$ cat src/logic/lpm_reset_pkg.sv
// constants, types and register map of the operating-mode and reset manager
// assumes a 32-bit AXI4-Lite register bus, one word per register
package lpm_reset_pkg;

  localparam int unsigned AXI_ADDR_W = 8;
  localparam int unsigned AXI_DATA_W = 32;

  // register byte offsets
  localparam logic [7:0] OFS_SYSTEM_CONTROL = 8'h00;
  localparam logic [7:0] OFS_RESET_CAUSE = 8'h04;
  localparam logic [7:0] OFS_RC_TRIM_ONE = 8'h08;
  localparam logic [7:0] OFS_RC_TRIM_TWO = 8'h0C;
  localparam logic [7:0] OFS_CLOCK_CONFIG = 8'h10;
  localparam logic [7:0] OFS_MODE_STATUS = 8'h14;

  // system_control_reg fields
  localparam int unsigned BIT_SLEEP_PERMIT = 7;
  localparam int unsigned BIT_PCONF_RST_EN = 6;
  localparam int unsigned BIT_BUS_ERR_EN = 5;
  localparam int unsigned BIT_WDOG_EN = 4;

  // reset_cause_reg fields
  localparam int unsigned BIT_SLEEP_REQUEST = 7;
  localparam int unsigned BIT_SLEEP_HISTORY = 6;
  localparam int unsigned BIT_CAUSE_BUS_ERR = 5;
  localparam int unsigned BIT_CAUSE_WDOG = 4;
  localparam int unsigned BIT_CAUSE_PORT = 3;

  // rc trim registers: top bit is held by the cold reset only
  localparam logic [7:0] TRIM_COLD_MASK = 8'h80;
  localparam logic [7:0] TRIM_ONE_RESET = 8'h00;
  localparam logic [7:0] TRIM_TWO_RESET = 8'h00;

  // clock_config fields and reset values
  localparam int unsigned BIT_RC_EN = 0;
  localparam int unsigned BIT_XTAL_EN = 1;
  localparam int unsigned LSB_CPU_DIV = 4;
  localparam int unsigned CPU_DIV_W = 3;
  localparam logic RC_EN_RESET = 1'b1;
  localparam logic XTAL_EN_RESET = 1'b0;
  localparam logic [2:0] CPU_DIV_RESET = 3'h0;

  localparam logic [15:0] BOOT_ADDR = 16'h0000;
  localparam logic [1:0] RESP_OKAY = 2'h0;
  localparam logic [1:0] RESP_SLVERR = 2'h2;

  // cycles the global reset is held after a source fires
  localparam int unsigned GLOBAL_HOLD_CYCLES = 16;

  typedef enum logic [1:0] {
    MODE_RESET = 2'b00,
    MODE_ACTIVE = 2'b01,
    MODE_STANDBY = 2'b10,
    MODE_SLEEP = 2'b11
  } op_mode_t;

  // distributed resets, all active low
  typedef struct packed {
    logic cold_n;
    logic global_n;
    logic pconf_n;
    logic sleep_n;
  } nreset_bus_t;

  localparam nreset_bus_t NRESET_ALL_ASSERTED = 4'h0;

endpackage

$ cat src/logic/sticky_flag.sv
// one sticky status flag: hardware sets, a read clears
// assumes set and clear are one-cycle pulses in the clock domain
`timescale 1ns/10ps
module sticky_flag
  import lpm_reset_pkg::*;
(
  input wire logic clk_i,
  input wire logic rst_n_i,
  input wire logic ce_i,
  input wire logic set_i,
  input wire logic clr_i,
  output logic flag_o
);

  logic flag_q;

  always_ff @(posedge clk_i or negedge rst_n_i)
  begin
    if (!rst_n_i)
      flag_q <= 1'b0;
    else if (ce_i)
    begin
      // set wins so an event on the clearing read is kept
      if (set_i)
        flag_q <= 1'b1;
      else if (clr_i)
        flag_q <= 1'b0;
    end
  end

  assign flag_o = flag_q;

endmodule // sticky_flag

$ cat src/logic/hold_counter.sv
// reloadable down-counter holding a reset asserted for LOAD cycles
// starts loaded out of reset so the cold start gets the same hold
`timescale 1ns/10ps
module hold_counter
  import lpm_reset_pkg::*;
#(
  parameter int unsigned LOAD = GLOBAL_HOLD_CYCLES
)
(
  input wire logic clk_i,
  input wire logic rst_n_i,
  input wire logic ce_i,
  input wire logic load_i,
  output logic busy_o
);

  localparam int unsigned CNT_W = $clog2(LOAD + 1);
  localparam logic [CNT_W-1:0] LOAD_VAL = CNT_W'(LOAD);

  if (LOAD < 1)
  begin : g_chk
    $error("hold_counter: LOAD must be at least 1");
  end

  logic [CNT_W-1:0] cnt_q;

  always_ff @(posedge clk_i or negedge rst_n_i)
  begin
    if (!rst_n_i)
      cnt_q <= LOAD_VAL;
    else if (ce_i)
    begin
      if (load_i)
        cnt_q <= LOAD_VAL;
      else if (cnt_q != '0)
        cnt_q <= cnt_q - CNT_W'(1);
    end
  end

  assign busy_o = (cnt_q != '0);

endmodule // hold_counter

$ cat src/logic/lpm_reset_ctrl.sv
// operating-mode and reset manager with its AXI4-Lite register slave
// assumes all inputs synchronous to REF_CLK_I; NRST_I merges power-on and reset pin
`timescale 1ns/10ps
// Overview of operation
// - power-on or reset pin returns every register bit to its reset value
// - cold start: RC on, crystal off, processor held in reset at address zero
// - port combination wake keeps every cold-reset bit unchanged except the port cause flag, which it sets
// - held bits: cause register except sleep request, trim top bits
// - non-cold reset clears global bits, port-config bits if enabled, resets processor
// - non-cold reset keeps clock setup except the processor divider
// - halt instruction enters Standby
// - Standby stops the processor, clocks keep running
// - Standby ends on any reset or enabled interrupt or event request
// - Sleep stops all clocks and peripherals
// - sleep request write with permit already set enters Sleep
// - Sleep ends only on power-on, reset pin or port combination
// - sleep history flag reads one after Sleep until cleared
// - manager gathers reset sources, distributes resets, controls Sleep entry
// - global reset follows cold reset or any enabled source
// - port-config reset follows global reset only when enabled; cold always
// - sleep reset asserted throughout Sleep
// - sleep request is bit 7, cleared by global reset, reads zero
module lpm_reset_ctrl
  import lpm_reset_pkg::*;
#(
  parameter int unsigned HOLD_CYCLES = GLOBAL_HOLD_CYCLES
)
(
  input wire logic REF_CLK_I,
  input wire logic NRST_I,
  input wire logic CE_I,
  input wire logic PORT_COMBO_WAKE_I,
  input wire logic WDOG_EXPIRE_I,
  input wire logic BUS_ERROR_I,
  input wire logic CPU_HALT_I,
  input wire logic WAKE_REQ_I,
  input wire logic [AXI_ADDR_W-1:0] AXI_AWADDR_I,
  input wire logic AXI_AWVALID_I,
  output logic AXI_AWREADY_O,
  input wire logic [AXI_DATA_W-1:0] AXI_WDATA_I,
  input wire logic [3:0] AXI_WSTRB_I,
  input wire logic AXI_WVALID_I,
  output logic AXI_WREADY_O,
  output logic [1:0] AXI_BRESP_O,
  output logic AXI_BVALID_O,
  input wire logic AXI_BREADY_I,
  input wire logic [AXI_ADDR_W-1:0] AXI_ARADDR_I,
  input wire logic AXI_ARVALID_I,
  output logic AXI_ARREADY_O,
  output logic [AXI_DATA_W-1:0] AXI_RDATA_O,
  output logic [1:0] AXI_RRESP_O,
  output logic AXI_RVALID_O,
  input wire logic AXI_RREADY_I,
  output nreset_bus_t NRESETS_O,
  output logic CPU_NRESET_O,
  output logic CPU_RUN_O,
  output logic [15:0] CPU_BOOT_ADDR_O,
  output logic CLK_RUN_O,
  output logic PERIPH_RUN_O,
  output logic RC_EN_O,
  output logic XTAL_EN_O,
  output logic [CPU_DIV_W-1:0] CPU_DIV_O,
  output op_mode_t MODE_O
);

  if (HOLD_CYCLES < 1)
  begin : g_chk
    $error("lpm_reset_ctrl: HOLD_CYCLES must be at least 1");
  end

  // configuration, cold reset domain; trim bits below the top one are global
  logic sleep_permit_q;
  logic port_config_reset_enable_q;
  logic bus_err_en_q;
  logic wdog_en_q;
  logic rc_en_q;
  logic xtal_en_q;
  logic [7:0] trim_one_q;
  logic [7:0] trim_two_q;
  // global reset domain
  logic [CPU_DIV_W-1:0] cpu_div_q;

  op_mode_t mode_q;
  op_mode_t mode_d;
  logic cold_phase_q;
  logic glob_busy;
  logic glob_start;
  logic glob_act;
  logic sleep_go;

  logic sleep_history_flag;
  logic cause_bus_err;
  logic cause_wdog;
  logic port_combo_wake_reset;

  // bus slave state
  logic aw_full_q;
  logic w_full_q;
  logic [AXI_ADDR_W-1:0] awaddr_q;
  logic [7:0] wdata_q;
  logic wlane_q;
  logic aw_hs;
  logic w_hs;
  logic ar_hs;
  logic do_write;
  logic wr_hit;
  logic cause_read;
  logic [AXI_DATA_W-1:0] rd_word;
  logic rd_hit;

  assign aw_hs = AXI_AWVALID_I && AXI_AWREADY_O;
  assign w_hs = AXI_WVALID_I && AXI_WREADY_O;
  assign ar_hs = AXI_ARVALID_I && AXI_ARREADY_O;
  assign do_write = aw_full_q && w_full_q && !AXI_BVALID_O;
  assign cause_read = ar_hs && (AXI_ARADDR_I == OFS_RESET_CAUSE);

  // sleep stops every clock, so only the port combination is seen there
  assign glob_start = PORT_COMBO_WAKE_I ||
                      ((mode_q != MODE_SLEEP) && ((WDOG_EXPIRE_I && wdog_en_q) ||
                      (BUS_ERROR_I && bus_err_en_q)));
  assign glob_act = glob_start || glob_busy;

  // sleep entry needs the permit already stored before this write
  assign sleep_go = do_write && wlane_q && (awaddr_q == OFS_RESET_CAUSE) &&
                    wdata_q[BIT_SLEEP_REQUEST] && sleep_permit_q &&
                    (mode_q == MODE_ACTIVE) && !glob_act;

  hold_counter #(
    .LOAD(HOLD_CYCLES)
  ) u_global_hold (
    .clk_i(REF_CLK_I),
    .rst_n_i(NRST_I),
    .ce_i(CE_I),
    .load_i(glob_start),
    .busy_o(glob_busy)
  );

  // cause flags live in the cold domain and survive a port wake
  sticky_flag u_hist (
    .clk_i(REF_CLK_I),
    .rst_n_i(NRST_I),
    .ce_i(CE_I),
    .set_i(sleep_go),
    .clr_i(cause_read),
    .flag_o(sleep_history_flag)
  );

  sticky_flag u_cause_bus (
    .clk_i(REF_CLK_I),
    .rst_n_i(NRST_I),
    .ce_i(CE_I),
    .set_i(BUS_ERROR_I && bus_err_en_q && (mode_q != MODE_SLEEP)),
    .clr_i(cause_read),
    .flag_o(cause_bus_err)
  );

  sticky_flag u_cause_wdog (
    .clk_i(REF_CLK_I),
    .rst_n_i(NRST_I),
    .ce_i(CE_I),
    .set_i(WDOG_EXPIRE_I && wdog_en_q && (mode_q != MODE_SLEEP)),
    .clr_i(cause_read),
    .flag_o(cause_wdog)
  );

  sticky_flag u_cause_port (
    .clk_i(REF_CLK_I),
    .rst_n_i(NRST_I),
    .ce_i(CE_I),
    .set_i(PORT_COMBO_WAKE_I),
    .clr_i(cause_read),
    .flag_o(port_combo_wake_reset)
  );

  // mode sequencing
  always_comb
  begin
    mode_d = mode_q;
    if (glob_start)
      mode_d = MODE_RESET;
    else
    begin
      case (mode_q)
        MODE_RESET:
          if (!glob_busy)
            mode_d = MODE_ACTIVE;
        MODE_ACTIVE:
          if (sleep_go)
            mode_d = MODE_SLEEP;
          else if (CPU_HALT_I)
            mode_d = MODE_STANDBY;
        MODE_STANDBY:
          if (WAKE_REQ_I)
            mode_d = MODE_ACTIVE;
        MODE_SLEEP:
          mode_d = MODE_SLEEP;
        default:
          mode_d = MODE_RESET;
      endcase
    end
  end

  always_ff @(posedge REF_CLK_I or negedge NRST_I)
  begin
    if (!NRST_I)
    begin
      mode_q <= MODE_RESET;
      cold_phase_q <= 1'b1;
    end
    else if (CE_I)
    begin
      mode_q <= mode_d;
      if (!glob_busy)
        cold_phase_q <= 1'b0;
    end
  end

  // cold-domain configuration; a port wake never touches these
  always_ff @(posedge REF_CLK_I or negedge NRST_I)
  begin
    if (!NRST_I)
    begin
      sleep_permit_q <= 1'b0;
      port_config_reset_enable_q <= 1'b0;
      bus_err_en_q <= 1'b0;
      wdog_en_q <= 1'b0;
      rc_en_q <= RC_EN_RESET;
      xtal_en_q <= XTAL_EN_RESET;
    end
    else if (CE_I && do_write && wlane_q)
    begin
      if (awaddr_q == OFS_SYSTEM_CONTROL)
      begin
        sleep_permit_q <= wdata_q[BIT_SLEEP_PERMIT];
        port_config_reset_enable_q <= wdata_q[BIT_PCONF_RST_EN];
        bus_err_en_q <= wdata_q[BIT_BUS_ERR_EN];
        // watchdog enable cannot be withdrawn by software
        wdog_en_q <= wdog_en_q || wdata_q[BIT_WDOG_EN];
      end
      if (awaddr_q == OFS_CLOCK_CONFIG)
      begin
        rc_en_q <= wdata_q[BIT_RC_EN];
        xtal_en_q <= wdata_q[BIT_XTAL_EN];
      end
    end
  end

  // trim registers: cold bits kept, global bits cleared by a non-cold reset
  always_ff @(posedge REF_CLK_I or negedge NRST_I)
  begin
    if (!NRST_I)
    begin
      trim_one_q <= TRIM_ONE_RESET;
      trim_two_q <= TRIM_TWO_RESET;
    end
    else if (CE_I)
    begin
      if (glob_act)
      begin
        trim_one_q <= (trim_one_q & TRIM_COLD_MASK) | (TRIM_ONE_RESET & ~TRIM_COLD_MASK);
        trim_two_q <= (trim_two_q & TRIM_COLD_MASK) | (TRIM_TWO_RESET & ~TRIM_COLD_MASK);
      end
      else if (do_write && wlane_q && (awaddr_q == OFS_RC_TRIM_ONE))
        trim_one_q <= wdata_q;
      else if (do_write && wlane_q && (awaddr_q == OFS_RC_TRIM_TWO))
        trim_two_q <= wdata_q;
    end
  end

  // processor divider is the one clock setting a non-cold reset restores
  always_ff @(posedge REF_CLK_I or negedge NRST_I)
  begin
    if (!NRST_I)
      cpu_div_q <= CPU_DIV_RESET;
    else if (CE_I)
    begin
      if (glob_act)
        cpu_div_q <= CPU_DIV_RESET;
      else if (do_write && wlane_q && (awaddr_q == OFS_CLOCK_CONFIG))
        cpu_div_q <= wdata_q[LSB_CPU_DIV +: CPU_DIV_W];
    end
  end

  // distributed resets and run controls, registered
  always_ff @(posedge REF_CLK_I or negedge NRST_I)
  begin
    if (!NRST_I)
    begin
      NRESETS_O <= NRESET_ALL_ASSERTED;
      CPU_NRESET_O <= 1'b0;
      CPU_RUN_O <= 1'b0;
      CPU_BOOT_ADDR_O <= BOOT_ADDR;
      CLK_RUN_O <= 1'b1;
      PERIPH_RUN_O <= 1'b1;
      RC_EN_O <= RC_EN_RESET;
      XTAL_EN_O <= XTAL_EN_RESET;
      CPU_DIV_O <= CPU_DIV_RESET;
      MODE_O <= MODE_RESET;
    end
    else if (CE_I)
    begin
      NRESETS_O.cold_n <= 1'b1;
      NRESETS_O.global_n <= !glob_act;
      NRESETS_O.pconf_n <= !(glob_act && (port_config_reset_enable_q || cold_phase_q));
      NRESETS_O.sleep_n <= (mode_d != MODE_SLEEP);
      CPU_NRESET_O <= (mode_d != MODE_RESET);
      CPU_RUN_O <= (mode_d == MODE_ACTIVE);
      CPU_BOOT_ADDR_O <= BOOT_ADDR;
      // standby keeps clocks for timekeeping; sleep drops everything
      CLK_RUN_O <= (mode_d != MODE_SLEEP);
      PERIPH_RUN_O <= (mode_d != MODE_SLEEP);
      RC_EN_O <= rc_en_q && (mode_d != MODE_SLEEP);
      XTAL_EN_O <= xtal_en_q && (mode_d != MODE_SLEEP);
      CPU_DIV_O <= glob_act ? CPU_DIV_RESET : cpu_div_q;
      MODE_O <= mode_d;
    end
  end

  // write channel: address and data taken in either order
  always_ff @(posedge REF_CLK_I or negedge NRST_I)
  begin
    if (!NRST_I)
    begin
      aw_full_q <= 1'b0;
      w_full_q <= 1'b0;
      awaddr_q <= '0;
      wdata_q <= 8'h00;
      wlane_q <= 1'b0;
      AXI_AWREADY_O <= 1'b1;
      AXI_WREADY_O <= 1'b1;
      AXI_BVALID_O <= 1'b0;
      AXI_BRESP_O <= RESP_OKAY;
    end
    else if (CE_I)
    begin
      if (aw_hs)
      begin
        aw_full_q <= 1'b1;
        awaddr_q <= AXI_AWADDR_I;
        AXI_AWREADY_O <= 1'b0;
      end
      if (w_hs)
      begin
        w_full_q <= 1'b1;
        wdata_q <= AXI_WDATA_I[7:0];
        wlane_q <= AXI_WSTRB_I[0];
        AXI_WREADY_O <= 1'b0;
      end
      if (do_write)
      begin
        aw_full_q <= 1'b0;
        w_full_q <= 1'b0;
        AXI_BVALID_O <= 1'b1;
        AXI_BRESP_O <= wr_hit ? RESP_OKAY : RESP_SLVERR;
      end
      if (AXI_BVALID_O && AXI_BREADY_I)
      begin
        AXI_BVALID_O <= 1'b0;
        AXI_AWREADY_O <= 1'b1;
        AXI_WREADY_O <= 1'b1;
      end
    end
  end

  // status register is read-only, writing it answers an error
  assign wr_hit = (awaddr_q == OFS_SYSTEM_CONTROL) || (awaddr_q == OFS_RESET_CAUSE) ||
                  (awaddr_q == OFS_RC_TRIM_ONE) || (awaddr_q == OFS_RC_TRIM_TWO) ||
                  (awaddr_q == OFS_CLOCK_CONFIG);

  // read mux
  always_comb
  begin
    rd_word = '0;
    rd_hit = 1'b1;
    case (AXI_ARADDR_I)
      OFS_SYSTEM_CONTROL:
      begin
        rd_word[BIT_SLEEP_PERMIT] = sleep_permit_q;
        rd_word[BIT_PCONF_RST_EN] = port_config_reset_enable_q;
        rd_word[BIT_BUS_ERR_EN] = bus_err_en_q;
        rd_word[BIT_WDOG_EN] = wdog_en_q;
      end
      OFS_RESET_CAUSE:
      begin
        rd_word[BIT_SLEEP_REQUEST] = 1'b0;
        rd_word[BIT_SLEEP_HISTORY] = sleep_history_flag;
        rd_word[BIT_CAUSE_BUS_ERR] = cause_bus_err;
        rd_word[BIT_CAUSE_WDOG] = cause_wdog;
        rd_word[BIT_CAUSE_PORT] = port_combo_wake_reset;
      end
      OFS_RC_TRIM_ONE:
        rd_word[7:0] = trim_one_q;
      OFS_RC_TRIM_TWO:
        rd_word[7:0] = trim_two_q;
      OFS_CLOCK_CONFIG:
      begin
        rd_word[BIT_RC_EN] = rc_en_q;
        rd_word[BIT_XTAL_EN] = xtal_en_q;
        rd_word[LSB_CPU_DIV +: CPU_DIV_W] = cpu_div_q;
      end
      OFS_MODE_STATUS:
      begin
        rd_word[1:0] = mode_q;
        rd_word[2] = glob_act;
        rd_word[3] = cold_phase_q;
      end
      default:
        rd_hit = 1'b0;
    endcase
  end

  // read channel: one read in flight, data one cycle after the address
  always_ff @(posedge REF_CLK_I or negedge NRST_I)
  begin
    if (!NRST_I)
    begin
      AXI_ARREADY_O <= 1'b1;
      AXI_RVALID_O <= 1'b0;
      AXI_RDATA_O <= '0;
      AXI_RRESP_O <= RESP_OKAY;
    end
    else if (CE_I)
    begin
      if (ar_hs)
      begin
        AXI_ARREADY_O <= 1'b0;
        AXI_RVALID_O <= 1'b1;
        AXI_RDATA_O <= rd_word;
        AXI_RRESP_O <= rd_hit ? RESP_OKAY : RESP_SLVERR;
      end
      else if (AXI_RVALID_O && AXI_RREADY_I)
      begin
        AXI_RVALID_O <= 1'b0;
        AXI_ARREADY_O <= 1'b1;
      end
    end
  end

endmodule // lpm_reset_ctrl

$ cat config.mk
export PLATFORM = sky130hd
export DESIGN_NAME = lpm_reset_ctrl
export DESIGN_NICKNAME = d
export VERILOG_FILES = /design/src/logic/lpm_reset_pkg.sv /design/src/logic/sticky_flag.sv /design/src/logic/hold_counter.sv /design/src/logic/lpm_reset_ctrl.sv
export SDC_FILE = /design/constraint.sdc
export NUM_CORES = 1
export LEC_CHECK = 0
export ABC_AREA = 1
export BUFFER_PORTS_ARGS = -buffer_cell sky130_fd_sc_hd__buf_4
export CORE_MARGIN = 3
export CORE_UTILIZATION = 55
export CTS_CLUSTER_DIAMETER = 100
export CTS_CLUSTER_SIZE = 20
export DETAILED_ROUTE_END_ITERATION = 7
export GPL_TIMING_DRIVEN = 0
export HOLD_SLACK_MARGIN = 0.02
export PLACE_DENSITY = 0.94
export SLEW_MARGIN = 20
export SYNTH_ARGS = -nofsm -noshare
export SYNTH_HDL_FRONTEND = slang
export SYNTH_SLANG_ARGS = --single-unit
$ cat constraint.sdc
create_clock -name REF_CLK_I -period 2.2 [get_ports REF_CLK_I]
set_input_delay 0.33 -clock REF_CLK_I [delete_from_list [all_inputs] [get_ports REF_CLK_I]]
set_output_delay 0.33 -clock REF_CLK_I [all_outputs]
set_load 0.01 [all_outputs]
==> flow_metrics.tcl, run 1 <==
set metrics [dict create \
    drc 0 \
    antenna_cells 0 \
    drv_slew 0 \
    hold_class "in2async" \
    multiInputGateArea_mm2 0.00160 \
    design.core.area_mm2 0.00729 \
    synthAdderAreaFrac 0.00602 \
    die_y_um 93.0 \
    p_leak_uw 0.00268 \
    synth_top_family_by_area "simple AND/OR/NAND/NOR gates" \
    synth_cell_types 41 \
    synthMuxAreaShare 0.00271 \
    grt_max_degree 84 \
    routed_wl_um 9540 \
    finalCritPeriodShare 0.775 \
    grt.overflow.total 0 \
    synth-simple-area-share 0.209 \
    worst_pin_slew_ns 1.00 \
    cts_tree "done" \
    dp_hpwl_um 7250 \
    clockRootBuffer "clkbuf_8" \
    finalHoldViolCount 0 \
    critical_path_class "reg2reg" \
    wl_per_cell_um 13.5 \
    start_util 0.571 \
    cts_made_buffers 9 \
    cp.required_ns 2.45 \
    rsz0062_at_grt "false" \
    fillers 565 \
    grt_use_met2 0.374 \
    setup_viol 0 \
    fin_skew_ns 0.00457 \
    grt_pass1_vias 3323 \
    avgSynthCellArea_um2 8.56 \
    drt_pass1_iterations 5 \
    worst_setup_path_start_kind "flip-flop" \
    cts_resized 0 \
    status "completed" \
    area_growth_pct 22.9 \
    vdd_ir_drop_max_mv 0.589 \
    cts_setup_buffers 0 \
    antenna_violating_nets_post_route 0 \
    busiest_layer "met2" \
    setup_ws_ns 0.495 \
    grtUsageMet3 0.0386 \
    pre_cts_ws_ns 0.500 \
    cp_slowest_cell "dfrtp_1" \
    ys_ff_latch 83 \
    die_w_um 93.0 \
    rows 31 \
    viasPerCell 4.95 \
    ios 137 \
    hold_buffers 0 \
    fmax_mhz 586 \
    cts.sinks 83 \
    ff_latch_area_mm2 0.00209 \
    slew_headroom 0.331 \
    path_cells "inv_1 -> ha_1 -> nand3_2 -> nor2_4 -> nand3_2 -> a21oi_2 -> nand2_2 -> nand2_1 -> nand2_1" \
    grt_use_total 0.228 \
    clk_latency_ns 0.36 \
    clk_path_buf_depth 2 \
    antenna_found_initial 0 \
    cts_max_level 3 \
    critical_path_arrival_ns 1.96 \
    critPathMaxFanout 5 \
    power_density_mw_per_mm2 874 \
    design_area_mm2 0.00511 \
    seq_area_frac_synth 0.502 \
    synthCells 486 \
    fin_setup_tns_ns 0 \
    grt_util_met1 0.294 \
    dieArea_mm2 0.00864 \
    grt_pass1_wl_um 15400 \
    synth_compound_area_frac 0.125 \
    cpPeakStageDelay_ns 0.36 \
    place_area_mm2 0.00494 \
    period_minus_slack_ns 1.71 \
    cap_violations 0 \
    gp_congestion 0.894 \
    synth_area_mm2 0.00416 \
    layout-drive-gt1-share 0.284 \
    numPortBuffers 67 \
    end_kind "flip-flop" \
    drtIter0Drc 247 \
    final_nets 672 \
    vias 3508 \
    synth-xor-area-share 0.00421 \
    ys.warnings.count 0 \
    clk_pin_slew_ns 0.08 \
]
power by group:
part	switching [µW]	leakage, µW	internal [µW]
Clock	510	0.0000905	470
Sequential	241	0.00102	1900
Combinational	790	0.00156	557
Total	1540	0.00268	2930
Yosys cell counts:
cell type | count | area share
inv_2 | 4 | 0.0036
a2bb2oi_1 | 3 | 0.0063
inv_1 | 66 | 0.060
o31ai_1 | 1 | 0.0018
nand3_2 | 4 | 0.0096
or2_1 | 1 | 0.0015
nand2_1 | 110 | 0.099
o21ai_0 | 41 | 0.049
buf_4 | 44 | 0.079
inv_4 | 1 | 0.0015
nor2_2 | 4 | 0.0060
nor2_4 | 4 | 0.011
o21a_1 | 2 | 0.0036
buf_2 | 2 | 0.0024
nor2_1 | 25 | 0.023
xor2_1 | 1 | 0.0021
nand2_4 | 2 | 0.0054
clkbuf_1 | 5 | 0.0045
ha_1 | 2 | 0.0060
xnor2_1 | 1 | 0.0021
o21ai_1 | 8 | 0.0096
o21bai_2 | 1 | 0.0027
mux2_2 | 1 | 0.0027
o211ai_1 | 2 | 0.0036
or2_2 | 2 | 0.0030
a21oi_4 | 1 | 0.0039
a22o_1 | 1 | 0.0021
conb_1 | 1 | 0.00090
nand2_2 | 7 | 0.011
nor3_1 | 2 | 0.0024
nand3_1 | 20 | 0.024
o21ai_2 | 5 | 0.011
nor3_2 | 1 | 0.0024
o22ai_1 | 12 | 0.018
a21oi_2 | 1 | 0.0021
dfstp_2 | 8 | 0.051
nand4_1 | 4 | 0.0060
a21oi_1 | 9 | 0.011
or3_1 | 1 | 0.0015
dfrtp_1 | 75 | 0.45
nor3_4 | 1 | 0.0039
final timing paths:
path,from,end,cells past startpoint,slack (ns)
max in group asynchronous,NRST_I,trim_one_q[7]$_DFFE_PN0P_,1,1.42
worst max register to register,u_global_hold.cnt_q[0]$_DFFE_PN0P_,NRESETS_O[0]$_DFFE_PN0P_,9,0.49
worst min-delay path,NRST_I,AXI_RDATA_O[6]$_DFFE_PN0P_,1,0.14
worst max-delay path,u_global_hold.cnt_q[0]$_DFFE_PN0P_,NRESETS_O[0]$_DFFE_PN0P_,9,0.49
worst min register to register,AXI_AWREADY_O$_DFFE_PN1P_,AXI_AWREADY_O$_DFFE_PN1P_,2,0.47
min in group REF_CLK_I,AXI_AWADDR_I[6],awaddr_q[6]$_DFFE_PN0P_,3,0.17
cell type report:
cell class / count / share of cell area
Multi-Input combinational cell: 322 / 0.313
Sequential cell: 83 / 0.408
Clock buffer: 14 / 0.0318
Clock inverter: 2 / 0.00196
Buffer: 51 / 0.0702
Tap cell: 99 / 0.0242
Timing Repair Buffer: 67 / 0.0984
Inverter: 71 / 0.0526
stage by stage:
stage               hold WS [ns]  power [µW]  std cells   util
CTS                        0.166        4480        709  0.701
detailed placement         0.459        3510        693  0.678
global route               0.172        4750        709  0.701
global placement           0.454        3410        693  0.678
finish                     0.137        4470        709  0.701
floorplan                 0.0344        2990        527      -
critical path: cells and delay by family, from the launching register on:
| kind | cells | cell delay, ns |
|---|---|---|
| buffers and inverters | 1 | 0.13 |
| and+or+nand+nor | 6 | 0.72 |
| DFF | 1 | 0.36 |
| adders and majority gates | 1 | 0.18 |
| AOI/OAI and AO/OA | 1 | 0.21 |
metal layers:
| metal | share of wire | up-vias | wire (µm) |
|---|---|---|---|
| met3 | 0.091 | 22 | 868 |
| li1 | - | 1703 | - |
| met2 | 0.47 | 190 | 4530 |
| met4 | 0.028 | 0 | 263 |
| met1 | 0.41 | 1593 | 3880 |
| met5 | 0 | - | 0 |
cells in the final DEF (no fill, tap or decap), types with 9 or more instances in the layout:
cell type / count
o21ai_0: 41
buf_4: 111
dfrtp_1: 75
o22ai_1: 12
conb_1: 42
nand3_1: 20
nor2_1: 25
a21oi_1: 9
clkbuf_8: 11
inv_1: 66
nand2_1: 110
sequential cells by signal, indices dropped and copies added, names as in the netlist, 2 cells and up:
register	count
AXI_RDATA_O	8
CPU_DIV_O	3
MODE_O	2
NRESETS_O	4
awaddr_q	8
cpu_div_q	3
trim_one_q	8
trim_two_q	8
u_global_hold.cnt_q	5
wdata_q	8
cell families after synthesis:
kind of cell / after synthesis
simple gates: 188
buf+inv: 122
compound gates: 87
flops: 83
fa+ha+maj: 2
xor+xnor: 2
other cells: 1
mux: 1
(Power assumes the default switching activity.)
==> run 2: changes to the inputs <==
ABC_AREA = 0   (was 1)
CORE_UTILIZATION = 46   (was 55)
PLACE_DENSITY = 0.85   (was 0.94)
clock period = 1.4 ns   (was 2.2 ns; I/O delays follow)
==> flow_metrics.tcl, run 2 <==
set metrics [dict create \
    ios 137 \
    p_switching_uw 2230 \
    synth_top_flop_cell "dfrtp_1" \
    worst_setup_path_start_kind "flip-flop" \
    drc 0 \
    cap_violations 0 \
    sequentialPowerShare 0.463 \
    die_w_um 101 \
    vias 3292 \
    fin_skew_ns 0.00863 \
    grtUsageMet3 0.0637 \
    pre_cts_ws_ns -0.724 \
    clk_pin_slew_ns 0.08 \
    grt_util_met1 0.245 \
    seq_area_frac_synth 0.505 \
    finalCritPeriodShare 1.32 \
    grt_pass1_vias 3193 \
    clockRootBuffer "clkbuf_8" \
    switching_share 0.308 \
    final_nets 589 \
    grt_max_degree 84 \
    end_kind "flip-flop" \
    cts_max_level 3 \
    wl_per_cell_um 16.8 \
    gp_congestion 0.854 \
    period_minus_slack_ns 1.85 \
    critical_path_arrival_ns 2.14 \
    busiest_layer "met2" \
    grt.overflow.total 0 \
    antenna_cells 0 \
    dp_hpwl_um 6880 \
    violations "setup timing" \
    grt_pass1_wl_um 15400 \
    slew_headroom 0.571 \
    clkPwrFrac 0.268 \
    synthCells 368 \
    async_reset_ff_frac 1.00 \
    viasPerCell 5.21 \
    final_cell_mix "buf_4 (140), dfrtp_1 (75), conb_1 (42)" \
    drtIter0Drc 177 \
    cts_made_buffers 9 \
    synth_most_common_cell "dfrtp_1" \
    drt_pass1_iterations 4 \
    synth.top_cell.area_share 0.454 \
    ys_ff_latch 83 \
    antenna_found_initial 0 \
    cp.required_ns 1.69 \
    area_growth_pct 38.1 \
    avgSynthCellArea_um2 11.2 \
    start_util 0.488 \
    numPortBuffers 67 \
    synth_cell_types 64 \
    synth.area.top_cells "dfrtp_1 (45%), buf_4 (8.0%), mux2_2 (7.4%)" \
    dieArea_mm2 0.0102 \
    routed_wl_um 10600 \
    setup_ws_ns -0.446 \
    rows 33 \
    synth_enable_flop_cells 0 \
    worst_pin_slew_ns 0.643 \
    drv_slew 0 \
    cts.sinks 83 \
    hold_class "in2reg" \
    vdd_ir_drop_max_mv 1.05 \
    rsz0062_at_grt "true" \
    whs_path_depth 2 \
    cts_tree "done" \
    synth.largest_area_cell "dfrtp_1" \
    status "finished, violations left" \
    die_y_um 101 \
    grt_use_met2 0.321 \
    grt_use_total 0.196 \
    fmax_mhz 542 \
    clk_latency_ns 0.36 \
    critical_path_class "reg2reg" \
    final_util 0.674 \
    design.core.area_mm2 0.00846 \
    synth_area_mm2 0.00413 \
    reg2regPathDepth 8 \
    setup_viol 48 \
    antenna_violating_nets_post_route 0 \
    power_density_mw_per_mm2 1270 \
    finalHoldViolCount 0 \
    ys.warnings.count 0 \
    critPathMaxFanout 7 \
    total_power_uw 7240 \
    synthTopCellsByCount "dfrtp_1 (75), buf_4 (44), nand2_1 (31), mux2_2 (27), nor2_1 (17)" \
    layout-drive-gt1-share 0.484 \
    pwr-share-comb 0.269 \
    clk_path_buf_depth 2 \
    mostFrequentLayoutCell "buf_4" \
    p_int_uw 5010 \
    p_leak_uw 0.00280 \
]
-- run 2: cell count changes in the layout (fill, tap and decap cells not counted), sizes merged, moves of 5 or more --
cell,previous run,this run
o21ai,54,17
a32o,0,5
mux2,1,30
mux2i,0,6
o22ai,12,1
nor2,33,17
nand2,119,32
nor2b,0,7
a31oi,0,5
inv,71,16
a22o,1,12
buf,113,154
nand3,24,12
-- run 2: routing by layer --
layer | share of wire | up-vias
met5 | 0 | -
met2 | 0.51 | 138
met1 | 0.39 | 1605
met4 | 0.021 | 0
li1 | - | 1531
met3 | 0.079 | 18
-- run 2: kinds of logic after synthesis --
family	Yosys count	synth area share
DFF	83	0.505
adders and majority gates	2	0.00606
xor gates and xnor gates	3	0.00636
and+or+nand+nor	96	0.130
other	1	0.000908
muxes	39	0.113
buffers and inverters	73	0.108
AOI/OAI and AO/OA	71	0.131
-- run 2: metrics by stage --
stage               hold slack [ns]  std cells  setup TNS, ns  instance area, µm²
global placement              0.439        581         -26.91                4990
floorplan                   -0.0856        409         -10.26                4360
global route                 0.0601        632         -18.48                5710
detailed placement            0.447        581         -31.92                4990
CTS                          0.0627        615         -13.54                5460
finish                       0.0729        632         -15.78                5710
-- run 2: cell type report --
| class | instances | area, µm² |
|---|---|---|
| Fill cell | 629 | 2760 |
| Sequential cell | 83 | 2090 |
| Multi-Input combinational cell | 253 | 1980 |
| Timing Repair Buffer | 105 | 833 |
| Buffer | 54 | 385 |
| Clock buffer | 12 | 155 |
| Tap cell | 105 | 131 |
| Clock inverter | 4 | 72.6 |
| Inverter | 16 | 60.1 |
-- run 2: worst paths after layout --
path	end	start	slack (ns)
min reg2reg	NRESETS_O[3]$_DFFE_PN0P_	NRESETS_O[3]$_DFFE_PN0P_	0.48
max in group asynchronous	u_global_hold.cnt_q[4]$_DFFE_PN1P_	NRST_I	0.49
min in group asynchronous	wdata_q[2]$_DFFE_PN0P_	NRST_I	0.27
max	trim_two_q[5]$_DFFE_PN0P_	u_global_hold.cnt_q[0]$_DFFE_PN0P_	-0.45
min	awaddr_q[3]$_DFFE_PN0P_	AXI_AWADDR_I[3]	0.07
max reg2reg	trim_two_q[5]$_DFFE_PN0P_	u_global_hold.cnt_q[0]$_DFFE_PN0P_	-0.45
-- run 2: power groups by stage --
| stage | sequential [µW] | clock [µW] | combinational, µW |
|---|---|---|---|
| final | 3350 | 1940 | 1950 |
| after global routing | 3420 | 2060 | 2120 |
| after CTS | 3330 | 1960 | 1760 |
| after detailed placement | 3340 | 0 | 1550 |
| after global placement | 3310 | 0 | 1490 |
| after floorplan | 3250 | 0 | 1060 |
-- run 2: worst max-delay path, stage by stage (launching register included) --
cell and delay [ns]:
dfrtp_1 0.40, inv_2 0.09, ha_4 0.14, nor4b_4 0.17, buf_4 0.19, o211ai_4 0.16
nand2_4 0.13, a21boi_4 0.30, a22o_1 0.20
-- run 2: repair_timing --
action,4_1_cts,5_1_grt
setup endpoints to repair,65,63
endpoints found under the hold margin,0,19
hold buffers,0,1
setup buffers,19,19
pin swaps,19,19
gates resized for setup,32,28
